File: config.mk
export PLATFORM = sky130hd
export DESIGN_NAME = pct_timer
export DESIGN_NICKNAME = d
export VERILOG_FILES = /design/src/verilog/pct_pkg.sv /design/src/verilog/pct_timer.sv
export SDC_FILE = /design/constraint.sdc
export NUM_CORES = 1
export LEC_CHECK = 0
export ABC_CLOCK_PERIOD_IN_PS = 4150
export BUFFER_PORTS_ARGS = -buffer_cell sky130_fd_sc_hd__buf_4
export CAP_MARGIN = 20
export CORE_MARGIN = 5
export CORE_UTILIZATION = 39
export CTS_BUF_LIST = sky130_fd_sc_hd__clkbuf_16
export DETAILED_ROUTE_END_ITERATION = 8
export PLACE_DENSITY = 0.63
export SYNTH_ARGS = -nofsm -noshare
export SYNTH_HDL_FRONTEND = slang
export SYNTH_SLANG_ARGS = --single-unit
File: constraint.sdc
create_clock -name clock -period 4.15 [get_ports clock]
set_input_delay 0 -clock clock [delete_from_list [all_inputs] [get_ports clock]]
set_output_delay 0 -clock clock [all_outputs]
set_load 0.01 [all_outputs]
File: src/verilog/pct_pkg.sv
// Shared constants and carriers for the periodic countdown timer
package pct_pkg;
	localparam int DATA_W = 16; // Data word width
	localparam int ADDR_W = 16; // Data memory address width
	// Data memory locations of the timer registers
	localparam logic [ADDR_W-1:0] COUNTDOWN_ADDR = 16'h0002;
	localparam logic [ADDR_W-1:0] RELOAD_ADDR = 16'h0003;
	localparam logic [ADDR_W-1:0] IRQ_MASK_ADDR = 16'h0004;
	localparam logic [ADDR_W-1:0] IRQ_FLAG_ADDR = 16'h0006;
	// Reset values
	localparam logic [DATA_W-1:0] COUNTDOWN_RST = 16'hffff;
	localparam logic [DATA_W-1:0] RELOAD_RST = 16'hffff;
	localparam logic [DATA_W-1:0] IRQ_MASK_RST = 16'h0000;
	// Timer bit position in mask and flag registers (weight 8)
	localparam int TIMER_BIT = 3;
	// Count value that marks the end of a period
	localparam logic [DATA_W-1:0] COUNT_ZERO = 16'h0000;
	localparam logic [DATA_W-1:0] COUNT_ONE = 16'h0001;
	// Data memory access carried into the timer
	typedef struct packed {
		logic [ADDR_W-1:0] addr; // Word address
		logic wr; // Write strobe
		logic rd; // Read strobe
		logic [DATA_W-1:0] wdata; // Write data
	} pct_dm_req_type;
endpackage

File: src/verilog/pct_timer.sv
`timescale 1ns/1ps
// Function
// - Sixteen-bit counter with interrupt output
// - Counts down, period is reload plus one
// - Reload 1..65535 gives interrupt every 2..65536
// - Count at location 2, decrements each cycle
// - Reload length at location 3
// - Interrupt request when count reaches zero
// - Cycle after zero, reload copied into count
// - Both registers readable and writable any cycle
// - Reload write alone leaves count undisturbed
// - Count write restarts period, no interrupt
// - Reset sets both registers to all ones
// - Count holds in reset, runs after release
// - Flag set; service needs mask, global enable
module pct_timer
	import pct_pkg::*;
(
	input wire logic clock,
	input wire logic sys_rst,
	input wire pct_dm_req_type dm_req,
	input wire logic global_irq_disable,
	input wire logic irq_ack,
	output logic [DATA_W-1:0] dm_rdata,
	output logic countdown_irq,
	output logic irq_pending,
	output logic irq_service
);
	// Register state
	logic [DATA_W-1:0] countdown_value; // Current count
	logic [DATA_W-1:0] reload_length; // Start value of each period
	logic [DATA_W-1:0] irq_mask_reg; // Interrupt mask word
	logic [DATA_W-1:0] next_countdown; // Count for the next edge
	logic [DATA_W-1:0] next_rdata; // Read mux result
	logic [DATA_W-1:0] flag_word; // Flag register as read
	logic wr_count; // Software writes the count this cycle
	logic wr_reload; // Software writes the reload this cycle
	logic wr_mask; // Software writes the mask this cycle
	logic wr_flag; // Software writes the flag register
	logic hit_zero; // Decrement lands on zero this cycle

	// Write decode
	always_comb begin
		wr_count = dm_req.wr && (dm_req.addr == COUNTDOWN_ADDR);
		wr_reload = dm_req.wr && (dm_req.addr == RELOAD_ADDR);
		wr_mask = dm_req.wr && (dm_req.addr == IRQ_MASK_ADDR);
		wr_flag = dm_req.wr && (dm_req.addr == IRQ_FLAG_ADDR);
	end

	// Next count: a software write wins, then reload after zero, else step down
	always_comb begin
		hit_zero = 1'b0;
		if (wr_count) begin
			// Direct load starts a fresh period without an event
			next_countdown = dm_req.wdata;
		end else if (countdown_value == COUNT_ZERO) begin
			// Zero lasted one cycle; reload gives period of reload plus one
			next_countdown = reload_length;
		end else begin
			next_countdown = countdown_value - COUNT_ONE;
			hit_zero = (countdown_value == COUNT_ONE);
		end
	end

	// Count register; held at all ones while reset stands
	always_ff @(posedge clock) begin
		if (sys_rst) begin
			countdown_value <= COUNTDOWN_RST;
		end else begin
			countdown_value <= next_countdown;
		end
	end

	// First decrement lands on the first edge with reset low
	first_step_a: assert property (@(posedge clock) disable iff (sys_rst)
		($past(sys_rst) && !sys_rst && !wr_count)
		|=> countdown_value == COUNTDOWN_RST - COUNT_ONE)
		else $error("count did not start right after reset");

	// Reload register; a lone write does not touch the running count
	always_ff @(posedge clock) begin
		if (sys_rst) begin
			reload_length <= RELOAD_RST;
		end else if (wr_reload) begin
			reload_length <= dm_req.wdata;
		end
	end

	// Reload changes only by a software write
	reload_write_a: assert property (@(posedge clock) disable iff (sys_rst)
		(!sys_rst && wr_reload) |=> reload_length == $past(dm_req.wdata))
		else $error("reload write not stored");
	reload_hold_a: assert property (@(posedge clock) disable iff (sys_rst)
		(!sys_rst && !wr_reload) |=> $stable(reload_length))
		else $error("reload changed without a write");

	// Mask register, plain storage; only the timer bit steers logic here
	always_ff @(posedge clock) begin
		if (sys_rst) begin
			irq_mask_reg <= IRQ_MASK_RST;
		end else if (wr_mask) begin
			irq_mask_reg <= dm_req.wdata;
		end
	end

	// Mask word takes the written value
	mask_write_a: assert property (@(posedge clock) disable iff (sys_rst)
		(!sys_rst && wr_mask) |=> irq_mask_reg == $past(dm_req.wdata))
		else $error("mask write not stored");

	// Event pulse, one cycle, in the cycle the count shows zero
	always_ff @(posedge clock) begin
		if (sys_rst) begin
			countdown_irq <= 1'b0;
		end else begin
			countdown_irq <= hit_zero;
		end
	end

	// Event is a single-cycle pulse and never missed on a step to zero
	irq_pulse_a: assert property (@(posedge clock) disable iff (sys_rst)
		countdown_irq |=> !countdown_irq)
		else $error("event longer than one cycle");
	irq_from_one_a: assert property (@(posedge clock) disable iff (sys_rst)
		(!sys_rst && !wr_count && countdown_value == COUNT_ONE) |=> countdown_irq)
		else $error("step to zero raised no event");

	// Sticky flag; a new event beats a same-cycle clear so none is lost
	always_ff @(posedge clock) begin
		if (sys_rst) begin
			irq_pending <= 1'b0;
		end else if (countdown_irq) begin
			irq_pending <= 1'b1;
		end else if (irq_ack || (wr_flag && dm_req.wdata[TIMER_BIT])) begin
			irq_pending <= 1'b0;
		end
	end

	// Flag stays until cleared; a clear without a new event drops it
	flag_hold_a: assert property (@(posedge clock) disable iff (sys_rst)
		(!sys_rst && irq_pending && !irq_ack && !wr_flag) |=> irq_pending)
		else $error("flag dropped without a clear");
	flag_clear_a: assert property (@(posedge clock) disable iff (sys_rst)
		(!sys_rst && !countdown_irq && (irq_ack || (wr_flag && dm_req.wdata[TIMER_BIT])))
		|=> !irq_pending)
		else $error("flag not cleared");

	// Service request: flag and mask set, global disable clear
	always_ff @(posedge clock) begin
		if (sys_rst) begin
			irq_service <= 1'b0;
		end else begin
			irq_service <= irq_pending && irq_mask_reg[TIMER_BIT]
				&& !global_irq_disable;
		end
	end

	// Flag, mask and global enable together must start service
	service_on_a: assert property (@(posedge clock) disable iff (sys_rst)
		(!sys_rst && irq_pending && irq_mask_reg[TIMER_BIT] && !global_irq_disable)
		|=> irq_service)
		else $error("service not requested");

	// Read mux; unmapped locations read zero
	always_comb begin
		flag_word = '0;
		flag_word[TIMER_BIT] = irq_pending;
		case (dm_req.addr)
			COUNTDOWN_ADDR: next_rdata = countdown_value;
			RELOAD_ADDR: next_rdata = reload_length;
			IRQ_MASK_ADDR: next_rdata = irq_mask_reg;
			IRQ_FLAG_ADDR: next_rdata = flag_word;
			default: next_rdata = '0;
		endcase
	end

	// Read data registered, valid the cycle after the read strobe
	always_ff @(posedge clock) begin
		if (sys_rst) begin
			dm_rdata <= '0;
		end else if (dm_req.rd) begin
			dm_rdata <= next_rdata;
		end
	end

	// Read data holds between reads; reload reads back as stored
	rdata_hold_a: assert property (@(posedge clock) disable iff (sys_rst)
		(!sys_rst && !dm_req.rd) |=> $stable(dm_rdata))
		else $error("read data moved without a read");
	read_reload_a: assert property (@(posedge clock) disable iff (sys_rst)
		(!sys_rst && dm_req.rd && dm_req.addr == RELOAD_ADDR)
		|=> dm_rdata == $past(reload_length))
		else $error("reload read back wrong");

	// Checks on the timer behaviour
	reset_value_a: assert property (@(posedge clock)
		sys_rst |=> (countdown_value == COUNTDOWN_RST) && (reload_length == RELOAD_RST))
		else $error("registers not all ones after reset");
	hold_reset_a: assert property (@(posedge clock)
		sys_rst ##1 sys_rst |-> countdown_value == COUNTDOWN_RST)
		else $error("count moved during reset");
	step_down_a: assert property (@(posedge clock) disable iff (sys_rst)
		(!sys_rst && !wr_count && countdown_value != COUNT_ZERO)
		|=> countdown_value == $past(countdown_value) - COUNT_ONE)
		else $error("count did not step down by one");
	reload_copy_a: assert property (@(posedge clock) disable iff (sys_rst)
		(!sys_rst && !wr_count && countdown_value == COUNT_ZERO)
		|=> countdown_value == $past(reload_length))
		else $error("reload not copied after zero");
	irq_at_zero_a: assert property (@(posedge clock) disable iff (sys_rst)
		$past(!sys_rst) && countdown_irq |-> countdown_value == COUNT_ZERO && $past(!wr_count))
		else $error("event without count at zero");
	count_load_a: assert property (@(posedge clock) disable iff (sys_rst)
		(!sys_rst && wr_count) |=> countdown_value == $past(dm_req.wdata) && !countdown_irq)
		else $error("count write wrong or raised event");
	reload_quiet_a: assert property (@(posedge clock) disable iff (sys_rst)
		(!sys_rst && wr_reload && countdown_value > COUNT_ONE)
		|=> countdown_value == $past(countdown_value) - COUNT_ONE)
		else $error("reload write disturbed count");
	flag_set_a: assert property (@(posedge clock) disable iff (sys_rst)
		countdown_irq |=> irq_pending)
		else $error("event did not set flag");
	service_gate_a: assert property (@(posedge clock) disable iff (sys_rst)
		$past(!sys_rst) && irq_service
		|-> $past(irq_pending && irq_mask_reg[TIMER_BIT] && !global_irq_disable))
		else $error("service without flag, mask and enable");
	read_back_a: assert property (@(posedge clock) disable iff (sys_rst)
		(!sys_rst && dm_req.rd && dm_req.addr == COUNTDOWN_ADDR)
		|=> dm_rdata == $past(countdown_value))
		else $error("count read back wrong");
	// No event, flag or service survives a reset edge
	reset_quiet_a: assert property (@(posedge clock)
		sys_rst |=> !countdown_irq && !irq_pending && !irq_service)
		else $error("interrupt state not cleared by reset");
endmodule
==> key figures, run 1 <==
Layout
  • Area grow syn2layout: 29.76%
  • Finished Layout Cells: 566
  • Layout cells sized above 1: 19.09%
  • Commonest cells after routing, fill and taps aside: nand2_1, dfxtp_1, buf_4
  • Finished Cell Area: 4190 um^2
  • Commonest non-fill, non-tap cell in the layout: nand2_1
  • Fin util: 51.52%
  • Antenna Cells: 0
  • NumNets Final: about 500

Place
  • Placed Cells: 531
  • DP HPWL: 5939 um
  • Pre-CTS setup slack: 1.975 ns
  • Gpl congestion: 0.8950
  • IO buf count: 56
  • Placed inst area: 3715 um^2

Setup path
  • CP Cell Sequence: nor4_1 > and4b_1 > nand3b_2 > mux2i_1 > o21ai_0
  • WP depth: 5
  • Crit path kind: flop to flop
  • Worst R2R Path Depth: 5
  • CP Data Arrival Time: 2.26 ns
  • Bufs and invs on worst path: 0
  • Worst endpoint required time: 4.32 ns
  • R2R setup slack: 2.06 ns
  • CP peak stage delay: 0.43 ns
  • CP max-delay cell: nor4_1
  • CP startpoint kind: flop
  • Critical R2R Launch: countdown_value[8]$_SDFF_PP1_
  • Crit Reg-Reg Endpoint: countdown_value[2]$_SDFF_PP1_
  • Crit path max-delay family: simple AND/OR/NAND/NOR gates
  • Critical-path maximum fanout: 14
  • Critical Path Sink Type: flop

GRT
  • Gr usage total: 17.75%
  • First-pass GRT wire length: 14280 um
  • Initial antenna violation count: 0
  • Vias in the first global route: 2920
  • Largest net degree at the start of global routing: 54
  • Global route overflow: 0

Detailed routing
  • DR iter-0 viols: 235
  • Drc violations: 0
  • Antenna-violating nets left: 0
  • Drt pass-1 iters: 5
  • Via count: 3055
  • Routed WL per cell: 15.46 um
  • WL final: 8751 um
  • Post-DR vias/cell: 5.398

Clock tree
  • Setup Buffers After CTS: 0
  • TritonCTS clock tree: done
  • CTS sink cnt: 67
  • Bufs on Longest Clock Path: 2
  • Clk Latency, worst-skew pair: around 0.32 ns
  • Post-CTS sizing: 0
  • Clk slew on worst S/H paths: 0.06 ns
  • Num CTS Buffers: 9
  • H-tree depth: 3
  • CTS root buffer: clkbuf_16
  • CTS Hold Bufs: 18

STA
  • Fmax: 478.2 MHz
  • Worst Tran Pin Value: approximately 1.1 ns
  • Max-slew violation count: 0
  • Worst slew margin: 29.14%
  • Crit share post-route: 50.39%
  • Setup TNS: 0 ns
  • Min Hold Slack: 0.1125 ns
  • Clk_skew: between 0.005 and 0.006 ns
  • RSZ-0062 raised after global routing: no
  • Hold Fails Final Rpt: 0
  • Final setup viols: 0
  • Final worst slack: 2.059 ns
  • Post-route minimum period: 2.091 ns

Yosys
  • Synthesized area: 3229 um^2
  • Syn_area_per_cell: 8.238 um^2
  • EDFF count, synth: 0
  • Library cells used by synthesis: 42
  • Synth Flop Type: dfxtp_1
  • Ys async rst share: 0%
  • Warning count from the yosys run: 0
  • Gate Count Post-Synth: slightly below 400
  • Seq cells post-synth: 67
  • Seq/Total Area, Yosys: 41.53%
  • Synthesized Nets: 433

Power and ir drop
  • Total power: 1.475 mW
  • Leakage power: 1.702 nW
  • Pwr Density: approximately 350 nW/um^2
  • Peak VDD IR: around 0.19 mV

Floorplanning
  • Die width: 101.0 um
  • Chip height: roughly 100 um
  • Overall die area: 10200 um^2
  • Core Box Area: 8134 um^2
  • Number of placement rows: 33
  • Starting Density: 39.70%
  • I/O pin cnt: between 50 and 60

Outcome
  • Status: finished clean

Worst hold path
  • Hold path depth: 4
  • Hold EP: dm_rdata[3]$_SDFFE_PP0P_
  • Hold_sp: dm_req[19]
  • Worst hold path class: input port to flop

Run
  • Maxcap violations: 0
cell type report:
| cell class | count | area [um^2] |
|---|---|---|
| clock buffer | 9 | 225.2 |
| clock inverter | 7 | 58.81 |
| fill | 750 | 3944 |
| inverter | 8 | 30.03 |
| multi-input combinational | 288 | 1739 |
| sequential | 67 | 1341 |
| tap | 105 | 131.4 |
| timing repair buffer | 82 | 664.4 |
worst max path at each step:
stage / start / endpoint
5_1_grt: countdown_value[10]$_SDFF_PP1_ / countdown_value[2]$_SDFF_PP1_
4_1_cts: countdown_value[10]$_SDFF_PP1_ / countdown_value[2]$_SDFF_PP1_
3_5_place_dp: dm_req[25] / dm_rdata[15]$_SDFFE_PP0P_
2_1_floorplan: countdown_value[11]$_SDFF_PP1_ / countdown_value[4]$_SDFF_PP1_
3_3_place_gp: dm_req[25] / dm_rdata[15]$_SDFFE_PP0P_
6_report: countdown_value[8]$_SDFF_PP1_ / countdown_value[2]$_SDFF_PP1_
cell usage after synthesis (5+ instances only):
master | instances | share of area [%]
nand2_1 | 88 | 10
dfxtp_1 | 67 | 42
a21oi_1 | 37 | 5.7
clkbuf_1 | 19 | 2.2
nand3b_1 | 17 | 4.0
a22o_1 | 16 | 4.3
a22oi_1 | 16 | 3.7
nor2_1 | 16 | 1.9
o21ai_0 | 16 | 2.5
o21ai_1 | 11 | 1.7
mux2i_1 | 10 | 3.1
buf_2 | 8 | 1.2
inv_1 | 8 | 0.93
nor3_1 | 8 | 1.2
xnor2_1 | 8 | 2.2
o31ai_1 | 5 | 1.2
routing by layer:
metal / up-vias / part of all wire (%) / track usage [%]
met4: 0 / 2.3 / 7.873
met5: - / 0 / 0
met2: 104 / 47 / 29.01
met1: 1416 / 45 / 23.27
met3: 22 / 5.8 / 2.422
li1: 1513 / - / -
kinds of logic (layout without fill, tap and decap cells):
logic type	count (synthesis)	in the layout	synth area share [%]
DFF	67	67	41.53
xor gates and xnor gates	10	10	2.712
and+or+nand+nor	157	157	25.69
muxes	11	11	3.448
buffers and inverters	37	106	4.882
AOI/OAI and AO/OA	107	107	20.57
adders and majority gates	3	3	1.162
where the power goes:
part | switching (mW) | internal, mW
Clock | 0.267 | 0.456
Sequential | 0.00502 | 0.646
Combinational | 0.0473 | 0.0539
tightest hold or removal path: stages:
cell and delay, ns:
buf_4 0.10, a22o_1 0.12, a22oi_1 0.06, o21ai_0 0.12
Note: power is estimated with default switching activity, not from simulation.
==> run 2, diff against run 1 <==
- ABC_AREA: default -> 1
- ABC_CLOCK_PERIOD_IN_PS: 4150 -> 2009
- clock period: 4.15 -> 2.01 ns (I/O delays scaled with it)
==> run 2 against run 1 <==
  * Cell count is 17% higher
  * Count of clock-buffer cells in the layout unchanged
  * Routed wire length up 9.5%
  * Clock skew is 0.0012 ns higher
  * Sequential power is 110% higher
  * Power up 100%
  * Setup slack lost 1.7 ns
  * First-iteration DRC count decreased by 2.1%
==> key figures, run 2 <==
Setup path
  • Worst endpoint required time: 2.22 ns (-2.10 ns)
  • CP Cell Sequence: inv_1 > ha_1 > nand2_1 > nor2_1 > nand2_4 > o21ai_0 > o21bai_1 > nand2_1
  • Critical Path End: countdown_value[6]$_SDFF_PP1_
  • CP peak stage delay: 0.32 ns (-0.11 ns)
  • Bufs and invs on worst path: 1 (+1)
  • Critical-path maximum fanout: 26 (+12)
  • Crit path max-delay family: simple AND/OR/NAND/NOR gates
  • CP Data Arrival Time: 1.83 ns (-0.43 ns)
  • Crit path launch: countdown_value[1]$_SDFF_PP1_
  • Top cell by count, worst path: nand2_1
  • CP startpoint kind: flop
  • CP max-delay cell: dfxtp_1
  • Critical Path Sink Type: flop
  • Crit path kind: flop to flop
  • Crit Reg-Reg Endpoint: countdown_value[6]$_SDFF_PP1_
  • Worst R2R Path Depth: 8 (+3)
  • WP depth: 8 (+3)
  • Critical R2R Launch: countdown_value[1]$_SDFF_PP1_
  • R2R setup slack: 0.40 ns (-1.66 ns)

Place
  • IO buf count: 56 (unchanged)
  • Gpl congestion: 0.8800 (-1.7%)
  • DP HPWL: 6791 um (+14%)

Layout
  • Commonest cells after routing, fill and taps aside: nand2_1, dfxtp_1, buf_4
  • NumNets Final: 592 (+19%)
  • Antenna Cells: 0 (unchanged)
  • Layout cells sized above 1: 23.42% (+4.3 points)
  • Area grow syn2layout: 26.18%
  • Commonest non-fill, non-tap cell in the layout: nand2_1
  • Fin util: 50.62% (-0.90 points)

Yosys
  • Synthesized Nets: 524 (+21%)
  • Ys async rst share: 0% (unchanged)
  • Most frequent cell after synthesis: nand2_1
  • Seq/Total Area, Yosys: 38.34% (-3.2 points)
  • EDFF count, synth: 0 (unchanged)
  • Synth top area share: 38.34% (-3.2 points)
  • Most frequent cells after synthesis: nand2_1, dfxtp_1, nand3_1
  • Library cells used by synthesis: 33 (-21%)
  • Seq cells post-synth: 67 (unchanged)
  • Area leader, netlist: dfxtp_1
  • Synth Flop Type: dfxtp_1
  • Warning count from the yosys run: 0 (unchanged)
  • Synthesized area: 3498 um^2 (+8.3%)
  • Synth area leaders: dfxtp_1, nand2_1, nand3_1
  • Gate Count Post-Synth: 483 (+23%)
  • Syn_area_per_cell: 7.243 um^2 (-12%)

Power and ir drop
  • Switching Share: 21.29% (-0.35 points)
  • Leakage power: 2.010 nW (+18%)
  • Switching Power: 0.6386 mW (+100%)
  • Flop pwr share: 44.7% (+0.6 points)
  • Comb pwr share: 6.5% (-0.4 points)
  • Peak VDD IR: 0.4968 mV (+160%)
  • Internal Power: 2.361 mW (+100%)
  • Clk pwr share: 48.9% (about the same)
  • Pwr Density: 679.5 nW/um^2 (+93%)

Floorplanning
  • Number of placement rows: 34 (+3.0%)
  • Starting Density: 40.11% (+0.41 points)
  • Die width: 104.7 um (+3.7%)
  • Chip height: 104.7 um (+3.7%)
  • I/O pin cnt: 57 (unchanged)
  • Overall die area: 10960 um^2 (+7.5%)
  • Core Box Area: 8721 um^2 (+7.2%)

Clock tree
  • CTS sink cnt: 67 (unchanged)
  • TritonCTS clock tree: done
  • Clk slew on worst S/H paths: 0.05 ns (about the same)
  • CTS root buffer: clkbuf_16
  • Bufs on Longest Clock Path: 2 (unchanged)
  • Clk Latency, worst-skew pair: 0.32 ns (about the same)
  • Setup Buffers After CTS: 0 (unchanged)
  • Num CTS Buffers: 9 (unchanged)
  • H-tree depth: 3 (unchanged)

GRT
  • Vias in the first global route: 3334 (+14%)
  • Global route overflow: 0 (unchanged)
  • Initial antenna violation count: 0 (unchanged)
  • First-pass GRT wire length: 16280 um (+14%)
  • Gr usage total: 17.94% (+0.19 points)
  • Largest net degree at the start of global routing: 36 (-33%)

Detailed routing
  • WL final: 9579 um (+9.5%)
  • Via count: 3396 (+11%)
  • Drt pass-1 iters: 4 (-1)
  • Antenna-violating nets left: 0 (unchanged)
  • Routed WL per cell: 14.45 um (-6.6%)
  • Post-DR vias/cell: 5.122 (-5.1%)
  • Drc violations: 0 (unchanged)
  • DR iter-0 viols: 230 (-2.1%)

STA
  • Hold Fails Final Rpt: 0 (unchanged)
  • Clk_skew: 0.006674 ns (+0.001208 ns)
  • RSZ-0062 raised after global routing: no
  • Worst slew margin: 58.28% (+29 points)
  • Max-slew violation count: 0 (unchanged)
  • Setup TNS: 0 ns (unchanged)
  • Fmax: 619.2 MHz (+29%)
  • Final setup viols: 0 (unchanged)
  • Crit share post-route: 80.34% (+30 points)
  • Post-route minimum period: 1.615 ns (-0.4763 ns)
  • Worst Tran Pin Value: 0.6248 ns (-0.4342 ns)

Worst hold path
  • Worst hold path class: input port to flop

Run
  • Maxcap violations: 0 (unchanged)

Outcome
  • Status: finished clean
run 2: cell count changes after synthesis, sizes merged, moves of 16 or more:
cell,previous run,this run
nor2,16,47
inv,8,40
a22o,16,0
o21ai,27,49
a22oi,16,0
nand3,3,46
o211ai,0,16
nand3b,18,0
nand2,88,128
run 2: worst min path at each step:
stage | start | end | slack [ns] | depth (start not counted)
CTS | dm_req[17] | irq_mask_reg[3]$_SDFFE_PP0P_ | 0.004 | 3
global route | dm_req[16] | dm_rdata[14]$_SDFFE_PP0P_ | 0.04 | 3
finish | dm_req[17] | irq_mask_reg[3]$_SDFFE_PP0P_ | 0.02 | 3
detailed placement | global_irq_disable | irq_service$_SDFF_PP0_ | 0.17 | 2
global placement | global_irq_disable | irq_service$_SDFF_PP0_ | 0.16 | 2
floorplan | global_irq_disable | irq_service$_SDFF_PP0_ | 0.08 | 1
run 2: per-layer routing:
metal / share of wire, % / GRT usage [%] / vias up
li1: - / - / 1742
met1: 46 / 23.92 / 1557
met2: 46 / 28.78 / 91
met3: 6.1 / 3.822 / 6
met4: 1.2 / 6.301 / 0
met5: 0 / 0 / -
run 2: cell families after synthesis:
logic type | count (synthesis) | share of synthesized area [%]
compound gates | 114 | 20.96
buf+inv | 64 | 9.156
flops | 67 | 38.34
simple gates | 234 | 30.22
xor+xnor | 1 | 0.2504
fa+ha+maj | 3 | 1.073
run 2: power groups by stage:
stage | clock [mW] | sequential, mW | combinational (mW)
2_1_floorplan | 0 | 1.37 | 0.0815
3_3_place_gp | 0 | 1.37 | 0.166
3_5_place_dp | 0 | 1.37 | 0.167
4_1_cts | 1.49 | 1.34 | 0.196
5_1_grt | 1.56 | 1.34 | 0.215
6_report | 1.47 | 1.34 | 0.195
run 2: repair_timing:
item                                    4_1_cts  5_1_grt
gates resized for setup                       0        1
hold endpoints to repair                     46        0
endpoints found under the setup margin        0        1
hold buffers                                 18        0
run 2: metrics by stage:
stage	worst slack (ns)	cells	cell area [um^2]	hold WS [ns]	total power, mW
after detailed placement	0.2571	630	3954	0.1672	1.535
after floorplan	0.6115	483	3498	0.07679	1.448
after global routing	0.1187	663	4414	0.03547	3.111
after CTS	0.2391	663	4409	0.004342	3.026
after global placement	0.3046	630	3954	0.1638	1.533
final	0.3951	663	4414	0.01685	3.000
run 2: final cells by class:
type,count,area [um^2]
clock buffers,9,225.2
clock inverters,6,50.05
fillers,853,4307
inverters,40,155.1
multi-input cells,352,1842
flip-flops and latches,67,1341
well taps,108,135.1
repair buffers,81,665.6
run 2: worst register-to-register path, stage by stage (launching register included):
cell and delay [ns]:
dfxtp_1 0.32, inv_1 0.12, ha_1 0.17, nand2_1 0.05
nor2_1 0.24, nand2_4 0.23, o21ai_0 0.19, o21bai_1 0.12
nand2_1 0.06
==> run 3, diff against run 2 <==
- ABC_AREA: 1 -> 0
- ABC_CLOCK_PERIOD_IN_PS: 2009 -> 1420
- PLACE_DENSITY: 0.63 -> 0.65
- clock period: 2.01 -> 1.42 ns (I/O delays scaled with it)
==> run 3 against run 2 <==
  * The flow now finishes with violations (setup timing)
  * Die area decreased by 7.0%
  * Via count decreased by 4.1%
  * Global-route usage up 1.7 points
  * Power is 63% higher
  * Clock power up 78%
  * Design area up 9.1%
  * Cell count is 7.5% lower
  * Critical path type unchanged
==> key figures, run 3 (synthesis gave the netlist of run 1 again) <==
Setup path
  • Worst endpoint required time: 1.67 ns (-0.55 ns)
  • Top cell by count, worst path: nor4_4
  • Critical Path Sink Type: flop
  • CP Data Arrival Time: 1.89 ns (+0.06 ns)
  • CP Cell Sequence: nor4_4 > nand4b_1 > buf_4 > nor4_4 > nor2_1 > o31ai_1
  • CP peak stage delay: 0.33 ns (about the same)
  • Crit path max-delay family: simple AND/OR/NAND/NOR gates
  • Critical-path maximum fanout: 3 (-88%)
  • CP startpoint kind: flop
  • Crit path kind: flop to flop
  • Bufs and invs on worst path: 1 (unchanged)
  • CP max-delay cell: dfxtp_2

Floorplanning
  • Chip height: 101.0 um (-3.5%)
  • Overall die area: 10200 um^2 (-7.0%)
  • I/O pin cnt: 57 (unchanged)
  • Core Box Area: 8134 um^2 (-6.7%)
  • Number of placement rows: 33 (-2.9%)
  • Starting Density: 39.70% (-0.41 points)
  • Die width: 101.0 um (-3.5%)

STA
  • Final setup viols: 17 (+17)
  • Crit share post-route: 115.7% (+35 points)
  • RSZ-0062 raised after global routing: yes
  • Fmax: 608.7 MHz (-1.7%)
  • Max-slew violation count: 0 (unchanged)
  • Post-route minimum period: 1.643 ns (+0.02791 ns)
  • Clk_skew: 0.005539 ns (-0.001135 ns)
  • Hold Fails Final Rpt: 0 (unchanged)
  • Worst slew margin: 76.05% (+18 points)
  • Worst Tran Pin Value: 0.3593 ns (-0.2655 ns)
  • Final worst slack: -0.2228 ns (-0.6179 ns)

Power and ir drop
  • Peak VDD IR: 0.5225 mV (+5.2%)
  • Total power: 4.877 mW (+63%)
  • Pwr Density: 1013 nW/um^2 (+49%)
  • Leakage power: 2.055 nW (+2.3%)

Detailed routing
  • Routed WL per cell: 15.64 um (+8.3%)
  • Antenna-violating nets left: 0 (unchanged)
  • WL final: 9589 um (+0.10%)
  • Post-DR vias/cell: 5.312 (+3.7%)
  • DR iter-0 viols: 194 (-16%)
  • Drc violations: 0 (unchanged)
  • Via count: 3256 (-4.1%)
  • Drt pass-1 iters: 5 (+1)

Layout
  • Area grow syn2layout: 49.13%
  • Finished Cell Area: 4816 um^2 (+9.1%)
  • Commonest non-fill, non-tap cell in the layout: buf_4
  • Antenna Cells: 0 (unchanged)
  • Fill cells: 707 (-17%)
  • NumNets Final: 544 (-8.1%)
  • Layout cells sized above 1: 31.10% (+7.7 points)
  • Commonest cells after routing, fill and taps aside: buf_4, nand2_1, dfxtp_1

Clock tree
  • Num CTS Buffers: 9 (unchanged)
  • CTS root buffer: clkbuf_16
  • Clk slew on worst S/H paths: 0.06 ns (about the same)
  • H-tree depth: 3 (unchanged)
  • Bufs on Longest Clock Path: 2 (unchanged)
  • TritonCTS clock tree: done
  • Clk Latency, worst-skew pair: 0.34 ns (+0.02 ns)
  • CTS sink cnt: 67 (unchanged)

Run
  • Maxcap violations: 0 (unchanged)

GRT
  • Initial antenna violation count: 0 (unchanged)
  • Top Usage Layer GRT: met2
  • Gr usage total: 19.61% (+1.7 points)
  • M1 GR Usage: 25.02% (+1.1 points)
  • Largest net degree at the start of global routing: 28 (-22%)
  • First-pass GRT wire length: 15680 um (-3.7%)
  • Met2 global-route usage: 32.61% (+3.8 points)
  • Met3 Use GR: 4.291% (+0.47 points)
  • Global route overflow: 0 (unchanged)
  • Vias in the first global route: 3154 (-5.4%)

Place
  • Placed inst area: 4170 um^2 (+5.5%)
  • Gpl congestion: 0.8797 (about the same)
  • IO buf count: 56 (unchanged)
  • DP HPWL: 6906 um (+1.7%)

Outcome
  • Status: complete, but fails checks
  • Failing checks: setup timing

Worst hold path
  • Worst hold path class: input port to flop
[run 3: cell count changes in the layout (fill, tap and decap cells not counted), sizes merged, moves of 7 or more]
cell,delta
buf,+47
nand3,-43
nand2,-40
inv,-33
nor2,-31
o21ai,-22
nand3b,+18
a22o,+16
a22oi,+16
o211ai,-16
mux2i,+10
a21oi,-9
xnor2,+7
[run 3: final cells by class]
class | count | area [um^2] | area share (%)
inverter | 8 | 30.03 | 0.6235
clock buffer | 9 | 225.2 | 4.677
clock inverter | 7 | 125.1 | 2.598
timing repair buffer | 129 | 1086 | 22.55
tap | 105 | 131.4 | 2.728
sequential | 67 | 1346 | 27.96
multi-input combinational | 288 | 1872 | 38.87
[run 3: metrics by stage]
step / hold WS, ns / cells / setup slack, ns / util, % / setup TNS, ns
finish: 0.1248 / 613 / -0.2228 / 59.21 / -2.655
global route: 0.1410 / 613 / -0.3031 / 59.21 / -3.949
CTS: 0.1232 / 613 / -0.1531 / 58.64 / -2.029
detailed placement: 0.1661 / 575 / -0.2419 / 51.27 / -6.837
global placement: 0.1640 / 575 / -0.1787 / 51.27 / -4.540
floorplan: 0.07663 / 392 / -0.1345 / - / -1.237
[run 3: power breakdown]
group          total, mW  leakage [nW]  internal [mW]  switching [mW]
Clock               2.62         0.170           1.73           0.893
Combinational      0.362          1.35          0.194           0.168
Sequential          1.89         0.540           1.89         0.00426
Total               4.88          2.06           3.81            1.07
[run 3: what timing repair did]
| action | CTS | global route |
|---|---|---|
| endpoints found under the hold margin | 51 | 0 |
| gates resized for setup | 15 | 10 |
| endpoints found under the setup margin | 17 | 17 |
| hold buffers | 19 | 0 |
| setup buffers | 3 | 0 |
| pin swaps | 15 | 9 |
[run 3: layer usage]
layer / part of all wire (%) / wire length (um)
met1: 43 / 4168
met2: 49 / 4741
met3: 5.3 / 511
met4: 1.7 / 167
met5: 0 / 0
[run 3: worst paths after layout]
path                                  from                              to  slack, ns  cells past startpoint
max          countdown_value[9]$_SDFF_PP1_  countdown_value[10]$_SDFF_PP1_      -0.22                      6
min                             dm_req[16]        dm_rdata[8]$_SDFFE_PP0P_       0.12                      5
max reg2reg  countdown_value[9]$_SDFF_PP1_  countdown_value[10]$_SDFF_PP1_      -0.22                      6
min reg2reg       countdown_irq$_SDFF_PP0_        irq_pending$_SDFFE_PP0P_       0.44                      2
[run 3: worst reg2reg max path, stage by stage, from the launching register on]
cell	delay, ns
dfxtp_2	0.33
nor4_4	0.32
nand4b_1	0.17
buf_4	0.17
nor4_4	0.21
nor2_1	0.10
o31ai_1	0.24
